<file path="config.mk">
export PLATFORM = sky130hd
export DESIGN_NAME = ptp_frame_timestamping
export DESIGN_NICKNAME = d
export VERILOG_FILES = /design/src/hw/ptp_ts_pkg.sv /design/src/hw/crc32_byte.sv /design/src/hw/ptp_frame_timestamping.sv
export SDC_FILE = /design/constraint.sdc
export NUM_CORES = 2
export LEC_CHECK = 0
export BUFFER_PORTS_ARGS = -buffer_cell sky130_fd_sc_hd__buf_2
export CAP_MARGIN = 20
export CORE_ASPECT_RATIO = 1.75
export CORE_MARGIN = 8
export CORE_UTILIZATION = 50
export CTS_CLUSTER_DIAMETER = 60
export DETAILED_ROUTE_END_ITERATION = 8
export HOLD_SLACK_MARGIN = 0.03
export PLACE_DENSITY_LB_ADDON = 0.2
export SKIP_CTS_REPAIR_TIMING = 1
export SYNTH_ARGS = -nofsm -noshare
export SYNTH_HDL_FRONTEND = slang
export SYNTH_SLANG_ARGS = --single-unit
export TNS_END_PERCENT = 30
</file>
<file path="constraint.sdc">
create_clock -name pclk -period 24.4 [get_ports pclk]
set_input_delay 6.1 -clock pclk [delete_from_list [all_inputs] [get_ports pclk]]
set_output_delay 6.1 -clock pclk [all_outputs]
set_load 0.005 [all_outputs]
</file>
<file path="src/hw/ptp_ts_pkg.sv">
/*
 Shared constants and types of the egress/ingress timestamping block.
 Assumes a 100 MHz register/stream clock and a timer supplied by the system.
*/
package ptp_ts_pkg;
   localparam int CLK_PERIOD_NS = 10;
   localparam int OUT_STAGE_CNT = 2;
   localparam logic [15:0] REF_CORR_NS = 16'(CLK_PERIOD_NS * OUT_STAGE_CNT);
   localparam logic [32:0] NS_PER_SEC = 33'h0_3B9A_CA00;

   localparam int ADDR_W = 12;
   localparam logic [11:0] REG_CTRL = 12'h000;
   localparam logic [11:0] REG_TRIM = 12'h004;
   localparam logic [11:0] REG_STAT = 12'h008;
   localparam int CTRL_ONE_STEP_BIT = 0;
   localparam int CTRL_TC_MODE_BIT = 1;
   localparam logic CTRL_ONE_STEP_RESET = 1'b1;

   localparam int TRIM_W = 11;
   localparam logic [10:0] TRIM_50G_OC = 11'h1C2;
   localparam logic [10:0] TRIM_50G_TC = 11'h225;
   localparam logic [10:0] TRIM_40G_OC = 11'h25D;
   localparam logic [10:0] TRIM_40G_TC = 11'h297;
   localparam logic [10:0] TRIM_40G_WIDE_OC = 11'h26C;
   localparam logic [10:0] TRIM_40G_WIDE_TC = 11'h2D5;

   localparam logic [1:0] OP_NONE = 2'h0;
   localparam logic [1:0] OP_ONE_STEP = 2'h1;
   localparam logic [1:0] OP_TWO_STEP = 2'h2;

   localparam logic [3:0] TOD_FIELD_LEN = 4'hA;
   localparam logic [3:0] CF_FIELD_LEN = 4'h8;
   localparam int FCS_LEN = 4;
   localparam logic [31:0] CRC_INIT = 32'hFFFF_FFFF;
   localparam logic [31:0] CRC_POLY = 32'hEDB8_8320;

   typedef struct packed {
      logic valid;
      logic sop;
      logic eop;
      logic [7:0] data;
   } byte_beat_type;

   typedef struct packed {
      logic [1:0] op;
      logic udp_upd;
      logic [7:0] ts_offset;
      logic [7:0] csum_offset;
      logic [15:0] tag;
   } tx_cmd_type;
endpackage

</file>
<file path="src/hw/crc32_byte.sv">
/*
 One byte step of the reflected Ethernet CRC-32.
 Purely combinational; the caller holds the running value.
*/
`timescale 1ns/1ps
module crc32_byte
   import ptp_ts_pkg::*;
(
   input wire logic [31:0] crc_in,
   input wire logic [7:0] data_in,
   output logic [31:0] crc_out
);
   always_comb
   begin
      logic [31:0] c;
      c = crc_in ^ {24'h0, data_in};
      for (int i = 0; i < 8; i++)
      begin
         c = c[0] ? ((c >> 1) ^ CRC_POLY) : (c >> 1);
      end
      crc_out = c;
   end
endmodule

</file>
<file path="src/hw/ptp_frame_timestamping.sv">
/*
 Packet timestamping for a byte-wide egress stream and ingress start markers.
 Assumes the egress source sends each frame without gaps, frames longer than
 the delay line plus the furthest modified byte, and a timer in the pclk domain.
*/
// Operation
// (RL1) Time-of-day timer and stamps: 48-bit seconds, 32-bit nanoseconds.
// (RL2) Correction format: signed 64-bit nanoseconds times 2^16.
// (RL3) External correction timer counts up from zero and wraps at 2^64.
// (RL4) Two-step stamp always corrected to the reference correction plane.
// (RL5) One-step stamp correction set by 11-bit latency trim, default fixed at build.
// (RL6) 50G trim default: 450 ordinary clock, 549 transparent clock.
// (RL7) 40G narrow path trim default: 605 ordinary, 663 transparent.
// (RL8) 40G 256-bit path trim default: 620 ordinary, 725 transparent.
// (RL9) Client gives each frame a command: none, one-step, two-step, checksum flag.
// (RL10) Time-of-day: full 80-bit egress stamp returned to client.
// (RL11) Correction format: 64-bit egress stamp returned, upper bits zero.
// (RL12) Time-of-day one-step: stamp written at commanded byte offset.
// (RL13) Correction one-step: stamp added to field at offset, sum overwrites it.
// (RL14) One-step for raw, UDP/IPv4, UDP/IPv6; two-step for any frame.
// (RL15) One-step UDP checksum updated incrementally per RFC 1624.
// (RL16) Frame check sequence computed after all one-step modifications.
// (RL17) Two-step stamp returned with the client's tag.
// (RL18) Client computes time-of-day checksum with zero stamp bytes.
// (RL19) Client keeps checksum and correction field at the fixed PTP separation.
// (RL20) Ingress stamps every frame without parsing.
// (RL21) Ingress keeps only start-of-packet stamps, 80 bits wide.
// (RL22) Ingress stamp valid only in start cycle with enable high.
// (RL23) Operation code in first cycle; reserved code acts as none.
// (RL24) 16-bit tag output echoes the frame's tag with its stamp.
// (RL25) Transparent mode: timer is a correction value added to the stamp.
// (RL26) Stamp and tag given as one-cycle pulse, in transmission order.
`timescale 1ns/1ps
module ptp_frame_timestamping
   import ptp_ts_pkg::*;
#(
   parameter int DELAY = 32,
   parameter bit TOD_FORMAT = 1'b1,
   parameter bit RATE_50G = 1'b1,
   parameter bit WIDE_256 = 1'b0,
   parameter bit TC_BUILD = 1'b0
)
(
   input wire logic pclk,
   input wire logic presetn,
   input wire logic psel,
   input wire logic penable,
   input wire logic pwrite,
   input wire logic [ADDR_W-1:0] paddr,
   input wire logic [31:0] pwdata,
   output logic [31:0] prdata,
   output logic pready,
   output logic pslverr,
   input wire logic [79:0] timer,
   input wire byte_beat_type tx_in,
   input wire tx_cmd_type tx_cmd_in,
   output byte_beat_type tx_out,
   output logic tx_ts_valid,
   output logic [79:0] tx_ts,
   output logic [15:0] tx_ts_tag,
   input wire logic rx_sop_in,
   input wire logic rx_ena_in,
   output logic rx_sop_out,
   output logic rx_ts_valid,
   output logic [79:0] rx_ts
);
   localparam logic [10:0] TRIM_DEFAULT = RATE_50G ? (TC_BUILD ? TRIM_50G_TC : TRIM_50G_OC) :
      WIDE_256 ? (TC_BUILD ? TRIM_40G_WIDE_TC : TRIM_40G_WIDE_OC) :
      (TC_BUILD ? TRIM_40G_TC : TRIM_40G_OC);
   localparam int IDX_W = 11;

   // Adds nanoseconds in the active format
   function automatic logic [79:0] ts_add(logic [79:0] t, logic [15:0] ns, logic cf);
      logic [32:0] s;
      logic [63:0] c;
      s = {1'b0, t[31:0]} + {17'h0, ns};
      c = t[63:0] + {32'h0, ns, 16'h0};
      if (cf)
         ts_add = {16'h0, c}; // [RL2] [RL25]
      else if (s >= NS_PER_SEC) // [RL1]
         ts_add = {t[79:32] + 48'h1, 32'(s - NS_PER_SEC)};
      else
         ts_add = {t[79:32], s[31:0]};
   endfunction

   // Incremental one's complement update, old and new as five words
   function automatic logic [15:0] csum_update(logic [15:0] hc, logic [79:0] oldv,
                                               logic [79:0] newv);
      logic [19:0] acc;
      acc = {4'h0, ~hc};
      for (int i = 0; i < 5; i++)
      begin
         acc = acc + {4'h0, ~oldv[16*i +: 16]} + {4'h0, newv[16*i +: 16]};
      end
      acc = {4'h0, acc[15:0]} + {16'h0, acc[19:16]};
      acc = {4'h0, acc[15:0]} + {16'h0, acc[19:16]};
      csum_update = (~acc[15:0] == 16'h0) ? 16'hFFFF : ~acc[15:0];
   endfunction

   logic [1:0] ctrl_q;
   logic [10:0] trim_q;
   logic [15:0] tx_cnt_q, rx_cnt_q;
   logic pready_q, pslverr_q;
   logic [31:0] prdata_q;
   byte_beat_type line_q [DELAY];
   logic [IDX_W-1:0] in_idx_q, out_idx_q;
   tx_cmd_type in_cmd_q, out_cmd_q;
   logic [79:0] ts1_q, old_field_q;
   logic [15:0] old_csum_q;
   logic [31:0] crc_q;
   logic [1:0] fcs_cnt_q;
   byte_beat_type tx_out_q;
   logic tx_ts_valid_q;
   logic [79:0] tx_ts_q;
   logic [15:0] tx_ts_tag_q;
   logic rx_sop_q, rx_ts_valid_q;
   logic [79:0] rx_ts_q;

   logic cf_mode, apb_setup, apb_done, hit;
   logic [31:0] rd_data;
   logic in_first, out_first, one_step, two_step, tail;
   logic [IDX_W-1:0] in_idx, out_idx;
   tx_cmd_type icmd, ocmd;
   logic [3:0] flen;
   logic [79:0] new_field, old_use;
   logic [15:0] csum_new;
   logic [7:0] mod_byte, out_byte;
   logic [31:0] crc_next;
   byte_beat_type tap;

   // Register access
   assign cf_mode = !TOD_FORMAT || ctrl_q[CTRL_TC_MODE_BIT];
   assign apb_setup = psel && penable && !pready_q;
   assign apb_done = psel && penable && pready_q && pwrite;

   always_comb
   begin
      hit = 1'b1;
      rd_data = 32'h0;
      unique case (paddr)
         REG_CTRL: rd_data = {30'h0, ctrl_q};
         REG_TRIM: rd_data = {21'h0, trim_q};
         REG_STAT: rd_data = {rx_cnt_q, tx_cnt_q};
         default: hit = 1'b0;
      endcase
   end

   always_ff @(posedge pclk or negedge presetn)
   begin
      if (!presetn)
      begin
         pready_q <= 1'b0;
         pslverr_q <= 1'b0;
         prdata_q <= 32'h0;
      end
      else
      begin
         pready_q <= apb_setup;
         pslverr_q <= apb_setup && !hit;
         if (apb_setup)
         begin
            prdata_q <= pwrite ? 32'h0 : rd_data;
         end
      end
   end

   always_ff @(posedge pclk or negedge presetn)
   begin
      if (!presetn)
      begin
         ctrl_q <= {TC_BUILD, CTRL_ONE_STEP_RESET};
         trim_q <= TRIM_DEFAULT; // [RL5] [RL6] [RL7] [RL8]
      end
      else if (apb_done)
      begin
         if (paddr == REG_CTRL)
            ctrl_q <= pwdata[1:0];
         if (paddr == REG_TRIM)
            trim_q <= pwdata[TRIM_W-1:0]; // [RL5]
      end
   end

   // Input side: delay line, frame context and field collection
   assign in_first = tx_in.valid && tx_in.sop;
   assign in_idx = in_first ? '0 : in_idx_q;
   assign icmd = in_first ? tx_cmd_in : in_cmd_q;
   assign flen = cf_mode ? CF_FIELD_LEN : TOD_FIELD_LEN;

   always_ff @(posedge pclk or negedge presetn)
   begin
      if (!presetn)
      begin
         for (int i = 0; i < DELAY; i++)
            line_q[i] <= '0;
      end
      else
      begin
         line_q[0] <= tx_in;
         for (int i = 1; i < DELAY; i++)
            line_q[i] <= line_q[i-1];
      end
   end

   always_ff @(posedge pclk or negedge presetn)
   begin
      if (!presetn)
      begin
         in_idx_q <= '0;
         in_cmd_q <= '0;
         ts1_q <= '0;
         old_field_q <= '0;
         old_csum_q <= '0;
      end
      else if (tx_in.valid)
      begin
         in_idx_q <= (&in_idx) ? in_idx : in_idx + 1'b1;
         if (in_first)
         begin
            in_cmd_q <= tx_cmd_in; // [RL9] [RL23]
            ts1_q <= ts_add(timer, {5'h0, trim_q}, cf_mode); // [RL5] [RL25] [RL3]
            old_field_q <= '0;
         end
         else
         begin
            if (in_idx >= IDX_W'(icmd.ts_offset) && in_idx < IDX_W'(icmd.ts_offset) + IDX_W'(flen))
               old_field_q <= {old_field_q[71:0], tx_in.data};
            if (in_idx == IDX_W'(icmd.csum_offset))
               old_csum_q[15:8] <= tx_in.data;
            if (in_idx == IDX_W'(icmd.csum_offset) + 1'b1)
               old_csum_q[7:0] <= tx_in.data;
         end
      end
   end

   // Output side: field rewrite, checksum and frame check sequence
   assign tap = line_q[DELAY-1];
   assign out_first = tap.valid && tap.sop;
   assign out_idx = out_first ? '0 : out_idx_q;
   assign ocmd = out_first ? in_cmd_q : out_cmd_q;
   assign one_step = ocmd.op == OP_ONE_STEP && ctrl_q[CTRL_ONE_STEP_BIT]; // [RL14] [RL23]
   assign two_step = ocmd.op == OP_TWO_STEP; // [RL14]
   assign old_use = cf_mode ? {16'h0, old_field_q[63:0]} : old_field_q;
   assign new_field = cf_mode ? {16'h0, old_field_q[63:0] + ts1_q[63:0]} : ts1_q; // [RL13] [RL12]
   assign csum_new = csum_update(old_csum_q, old_use, new_field); // [RL15] [RL18] [RL19]

   always_comb
   begin
      int sel;
      sel = 0;
      mod_byte = tap.data;
      tail = tap.eop;
      for (int i = 1; i < FCS_LEN; i++)
         tail = tail | line_q[DELAY-1-i].eop;
      if (one_step)
      begin
         if (out_idx >= IDX_W'(ocmd.ts_offset) && out_idx < IDX_W'(ocmd.ts_offset) + IDX_W'(flen))
         begin
            sel = int'(flen) - 1 - int'(out_idx - IDX_W'(ocmd.ts_offset));
            mod_byte = new_field[sel*8 +: 8]; // [RL12] [RL13]
         end
         if (ocmd.udp_upd && out_idx == IDX_W'(ocmd.csum_offset))
            mod_byte = csum_new[15:8]; // [RL15]
         if (ocmd.udp_upd && out_idx == IDX_W'(ocmd.csum_offset) + 1'b1)
            mod_byte = csum_new[7:0]; // [RL15]
      end
      out_byte = mod_byte;
      if (one_step && tail)
         out_byte = 8'(~crc_q >> {fcs_cnt_q, 3'h0}); // [RL16]
   end

   crc32_byte crc_step (
      .crc_in(out_first ? CRC_INIT : crc_q),
      .data_in(mod_byte),
      .crc_out(crc_next)
   );

   always_ff @(posedge pclk or negedge presetn)
   begin
      if (!presetn)
      begin
         out_idx_q <= '0;
         out_cmd_q <= '0;
         crc_q <= CRC_INIT;
         fcs_cnt_q <= '0;
         tx_out_q <= '0;
      end
      else
      begin
         tx_out_q <= '{valid: tap.valid, sop: tap.sop, eop: tap.eop, data: out_byte};
         if (tap.valid)
         begin
            out_idx_q <= (&out_idx) ? out_idx : out_idx + 1'b1;
            if (out_first)
               out_cmd_q <= in_cmd_q;
            if (!tail)
               crc_q <= crc_next; // [RL16]
            fcs_cnt_q <= (tail && !tap.eop) ? fcs_cnt_q + 1'b1 : 2'h0;
         end
      end
   end

   // Egress stamp report, one per stamped frame in line order
   always_ff @(posedge pclk or negedge presetn)
   begin
      if (!presetn)
      begin
         tx_ts_valid_q <= 1'b0;
         tx_ts_q <= '0;
         tx_ts_tag_q <= '0;
         tx_cnt_q <= '0;
      end
      else
      begin
         tx_ts_valid_q <= out_first && (one_step || two_step); // [RL26]
         if (out_first && one_step)
         begin
            tx_ts_q <= ts1_q; // [RL10] [RL11]
            tx_ts_tag_q <= ocmd.tag; // [RL24]
         end
         else if (out_first && two_step)
         begin
            tx_ts_q <= ts_add(timer, REF_CORR_NS, cf_mode); // [RL4] [RL17] [RL25]
            tx_ts_tag_q <= ocmd.tag; // [RL17] [RL24]
         end
         if (out_first && (one_step || two_step))
            tx_cnt_q <= tx_cnt_q + 1'b1;
      end
   end

   // Ingress stamps at every start of packet
   always_ff @(posedge pclk or negedge presetn)
   begin
      if (!presetn)
      begin
         rx_sop_q <= 1'b0;
         rx_ts_valid_q <= 1'b0;
         rx_ts_q <= '0;
         rx_cnt_q <= '0;
      end
      else
      begin
         rx_sop_q <= rx_sop_in;
         rx_ts_valid_q <= rx_sop_in && rx_ena_in; // [RL22] [RL21]
         if (rx_sop_in)
            rx_ts_q <= timer; // [RL20] [RL21]
         if (rx_sop_in && rx_ena_in)
            rx_cnt_q <= rx_cnt_q + 1'b1;
      end
   end

   assign prdata = prdata_q;
   assign pready = pready_q;
   assign pslverr = pslverr_q;
   assign tx_out = tx_out_q;
   assign tx_ts_valid = tx_ts_valid_q;
   assign tx_ts = tx_ts_q;
   assign tx_ts_tag = tx_ts_tag_q;
   assign rx_sop_out = rx_sop_q;
   assign rx_ts_valid = rx_ts_valid_q;
   assign rx_ts = rx_ts_q;
endmodule

</file>
==> flow_summary.toml <==
[timing]
hold_violations = 0
timing.final.crit_share_pct = 67.3
fmax_ghz = 0.0609
setup_viol = 0
relSlewSlack_pct = 26.8
rsz0062_at_grt = "no"
skew_ns = 0.0219
fin_tns_setup_ns = 0
fin_crit_ns = 16.42
worstMarginPinSlew_ns = 1.10
drv_slew = 0

[grt]
grtUsageTotal_pct = 31.0
antenna_found_initial = 8
grt_overflow = 0
grt.met2_usage_pct = 54.0
grt_pass1_wl_mm = 270
grt_pass1_vias = 42600
globalRouteMet3Util_pct = 5.29
busiest_layer = "met2"
met1_usage_pct = 34.1
grt_max_degree = 152

[route]
vias = 41800
wirelength_mm = 182
wl_per_cell_um = 25.8
drc = 0
ant_nets = 0
first_pass_iters = 7
vias_per_cell = 5.90
drtIter0Drc = 3047

[cts]
cts_tree = "yes"
clock-sinks = 923
clockBufferDepth = 3
cts.clk_slew.worst_paths_ns = 0.07
htreeDepth = 3
root_buffer = "clkbuf_16"
insertion_delay_ns = 0.73
cts_buffers = 90

[power_and_ir_drop]
peakVddDrop_v = 0.000310
power_per_cell_area_mw_per_mm2 = 167
p_leak_nw = 26.7

[finish]
ff_latch_area_sq_mm = 0.0231
nets = 6142
area_delta_synth_final_pct = 12.1
post-route-util_pct = 56.5
fillers = 9360
drive_gt1_share_pct = 15.5
multiInputGateArea_sq_mm = 0.0276

[worst_setup_path]
slowest_stage = "o21ai_1"
endpoint_kind = "flip-flop"
cpMostUsedCell = "fa_1"
worstSetupPathType = "flip-flop to flip-flop"
startpoint_type = "flip-flop"
arrival_ns = 17.05
max_stage_delay_ns = 0.63
ff2ff_path_depth = 55
cp_max_fo = 14
required_ns = 25.04

[synth]
synth_area_leaders = "dfrtp_1 42%, fa_1 5.6%, nand2_1 4.6%"
synth_most_common_cell = "dfrtp_1"
synth_area_sq_mm = 0.0528
yosys_warnings = 0
syn_nets = 5876
yosysTopAreaCellShare_pct = 42.0
ys_types = 112
synth_area_per_cell_sq_um = 9.80
ys.flop_type = "dfrtp_1"
synth_common_cells = "886 x dfrtp_1, 649 x nand2_1, 480 x nor2_1"
synth.largest_area_cell = "dfrtp_1"
ys_async_sr_fraction_pct = 100
ys_seq_area_share_pct = 43.9
synth_edf_count = 0
syn-instance-count = 5384
synth.ff_latch_count = 923

[floorplanning]
initial_core_util_pct = 50.4
die-area_sq_mm = 0.117
die_h_um = 446
ios = 401
die_x_um = 262
fp.coreArea_sq_mm = 0.105
rows = 157

[flow_run]
drv_cap = 0

[placed_design]
port_buffers = 379
place_congestion = 1.01
dp_hpwl_mm = 140

[hold_path]
min_path_type = "flip-flop to flip-flop"
hold_depth = 0

[status]
outcome = "finished, final reports clean"
stage by stage:
step                      total power (W)  area [sq um]  hold slack (ns)  worst slack (ns)  instances
after floorplan                   0.00671         52800            0.331             11.06       5384
after global placement            0.00822         55900            0.332              8.22       6902
after detailed placement          0.00831         55900            0.335              8.13       6904
after CTS                         0.00985         59000            0.335              8.08       7070
after global routing               0.0105         59100            0.342              7.26       7077
final                             0.00988         59100            0.340              7.98       7079
per-layer routing:
metal | vias to the layer above | wire, um
met4 | 8 | 14700
met5 | - | 79
met2 | 1316 | 91800
met1 | 20800 | 66500
met3 | 440 | 9260
li1 | 19200 | -
area by class of cell:
type,count,share of cell area [%]
multi-input cells,3910,46.7
flip-flops and latches,923,39.1
clock buffers,116,4.19
repair buffers,441,4.14
well taps,1351,2.86
inverters,284,1.80
clock inverters,50,1.14
diodes,4,0.0169
flip-flops by register name (all words and copies together), names as in the netlist, 32 cells and up:
| name | count |
|---|---|
| out_cmd_q | 35 |
| prdata | 32 |
| crc_q | 32 |
| in_cmd_q | 35 |
| old_field_q | 80 |
| line_q | 352 |
| rx_ts | 80 |
| ts1_q | 80 |
| tx_ts | 80 |
report_power, final:
group | switching [W] | internal, W
clock network | 0.000652 | 0.000839
logic | 0.00408 | 0.00245
registers | 0.000145 | 0.00171
total | 0.00488 | 0.00500
critical path, delay by kind of cell (launching register included):
kind,cells,cell delay [ns]
AO/OA/AOI/OAI,19,5.03
adder cells (fa/ha/maj),11,4.44
AND/OR/NAND/NOR,13,3.53
XOR/XNOR,5,1.99
buffers and inverters,5,0.51
flip-flops,1,0.44
multiplexers,2,0.40
cell usage in the layout (no fill, tap or decap), drive strengths merged, types with 46 or more instances in the layout:
| cell | synthesis | final |
|---|---|---|
| xor2 | 160 | 160 |
| ha | 168 | 168 |
| o21ai | 343 | 343 |
| mux2i | 115 | 115 |
| fa | 147 | 147 |
| nor2 | 481 | 481 |
| dfrtp | 886 | 886 |
| clkbuf | 225 | 117 |
| inv | 281 | 292 |
| and3 | 46 | 46 |
| nand4 | 74 | 74 |
| nor3 | 80 | 80 |
| nand3 | 127 | 127 |
| or3 | 54 | 54 |
| xnor2 | 226 | 226 |
| buf | 42 | 439 |
| nand2 | 649 | 649 |
| a21o | 65 | 65 |
| a21oi | 303 | 303 |
| mux2 | 162 | 162 |
path summary, 6_finish.rpt:
kind,from,endpoint,slack [ns]
max,ts1_q[0]$_DFFE_PN0P_,crc_q[26]$_DFFE_PN1P_,7.98
min,line_q[183]$_DFF_PN0_,line_q[172]$_DFF_PN0_,0.34
max reg2reg,ts1_q[0]$_DFFE_PN0P_,crc_q[26]$_DFFE_PN1P_,7.98
min reg2reg,line_q[183]$_DFF_PN0_,line_q[172]$_DFF_PN0_,0.34
max in group asynchronous,presetn,line_q[247]$_DFF_PN0_,15.36
min in group asynchronous,presetn,line_q[289]$_DFF_PN0_,5.37
cell families after synthesis:
| family | count (synthesis) | share of synthesized area [%] |
|---|---|---|
| AOI/OAI and AO/OA | 1157 | 14.1 |
| buffers and inverters | 551 | 3.95 |
| xor gates and xnor gates | 401 | 7.23 |
| muxes | 288 | 6.11 |
| and+or+nand+nor | 1749 | 15.2 |
| adders and majority gates | 315 | 9.56 |
| DFF | 923 | 43.9 |
Note: power is estimated with default switching activity, not from simulation.
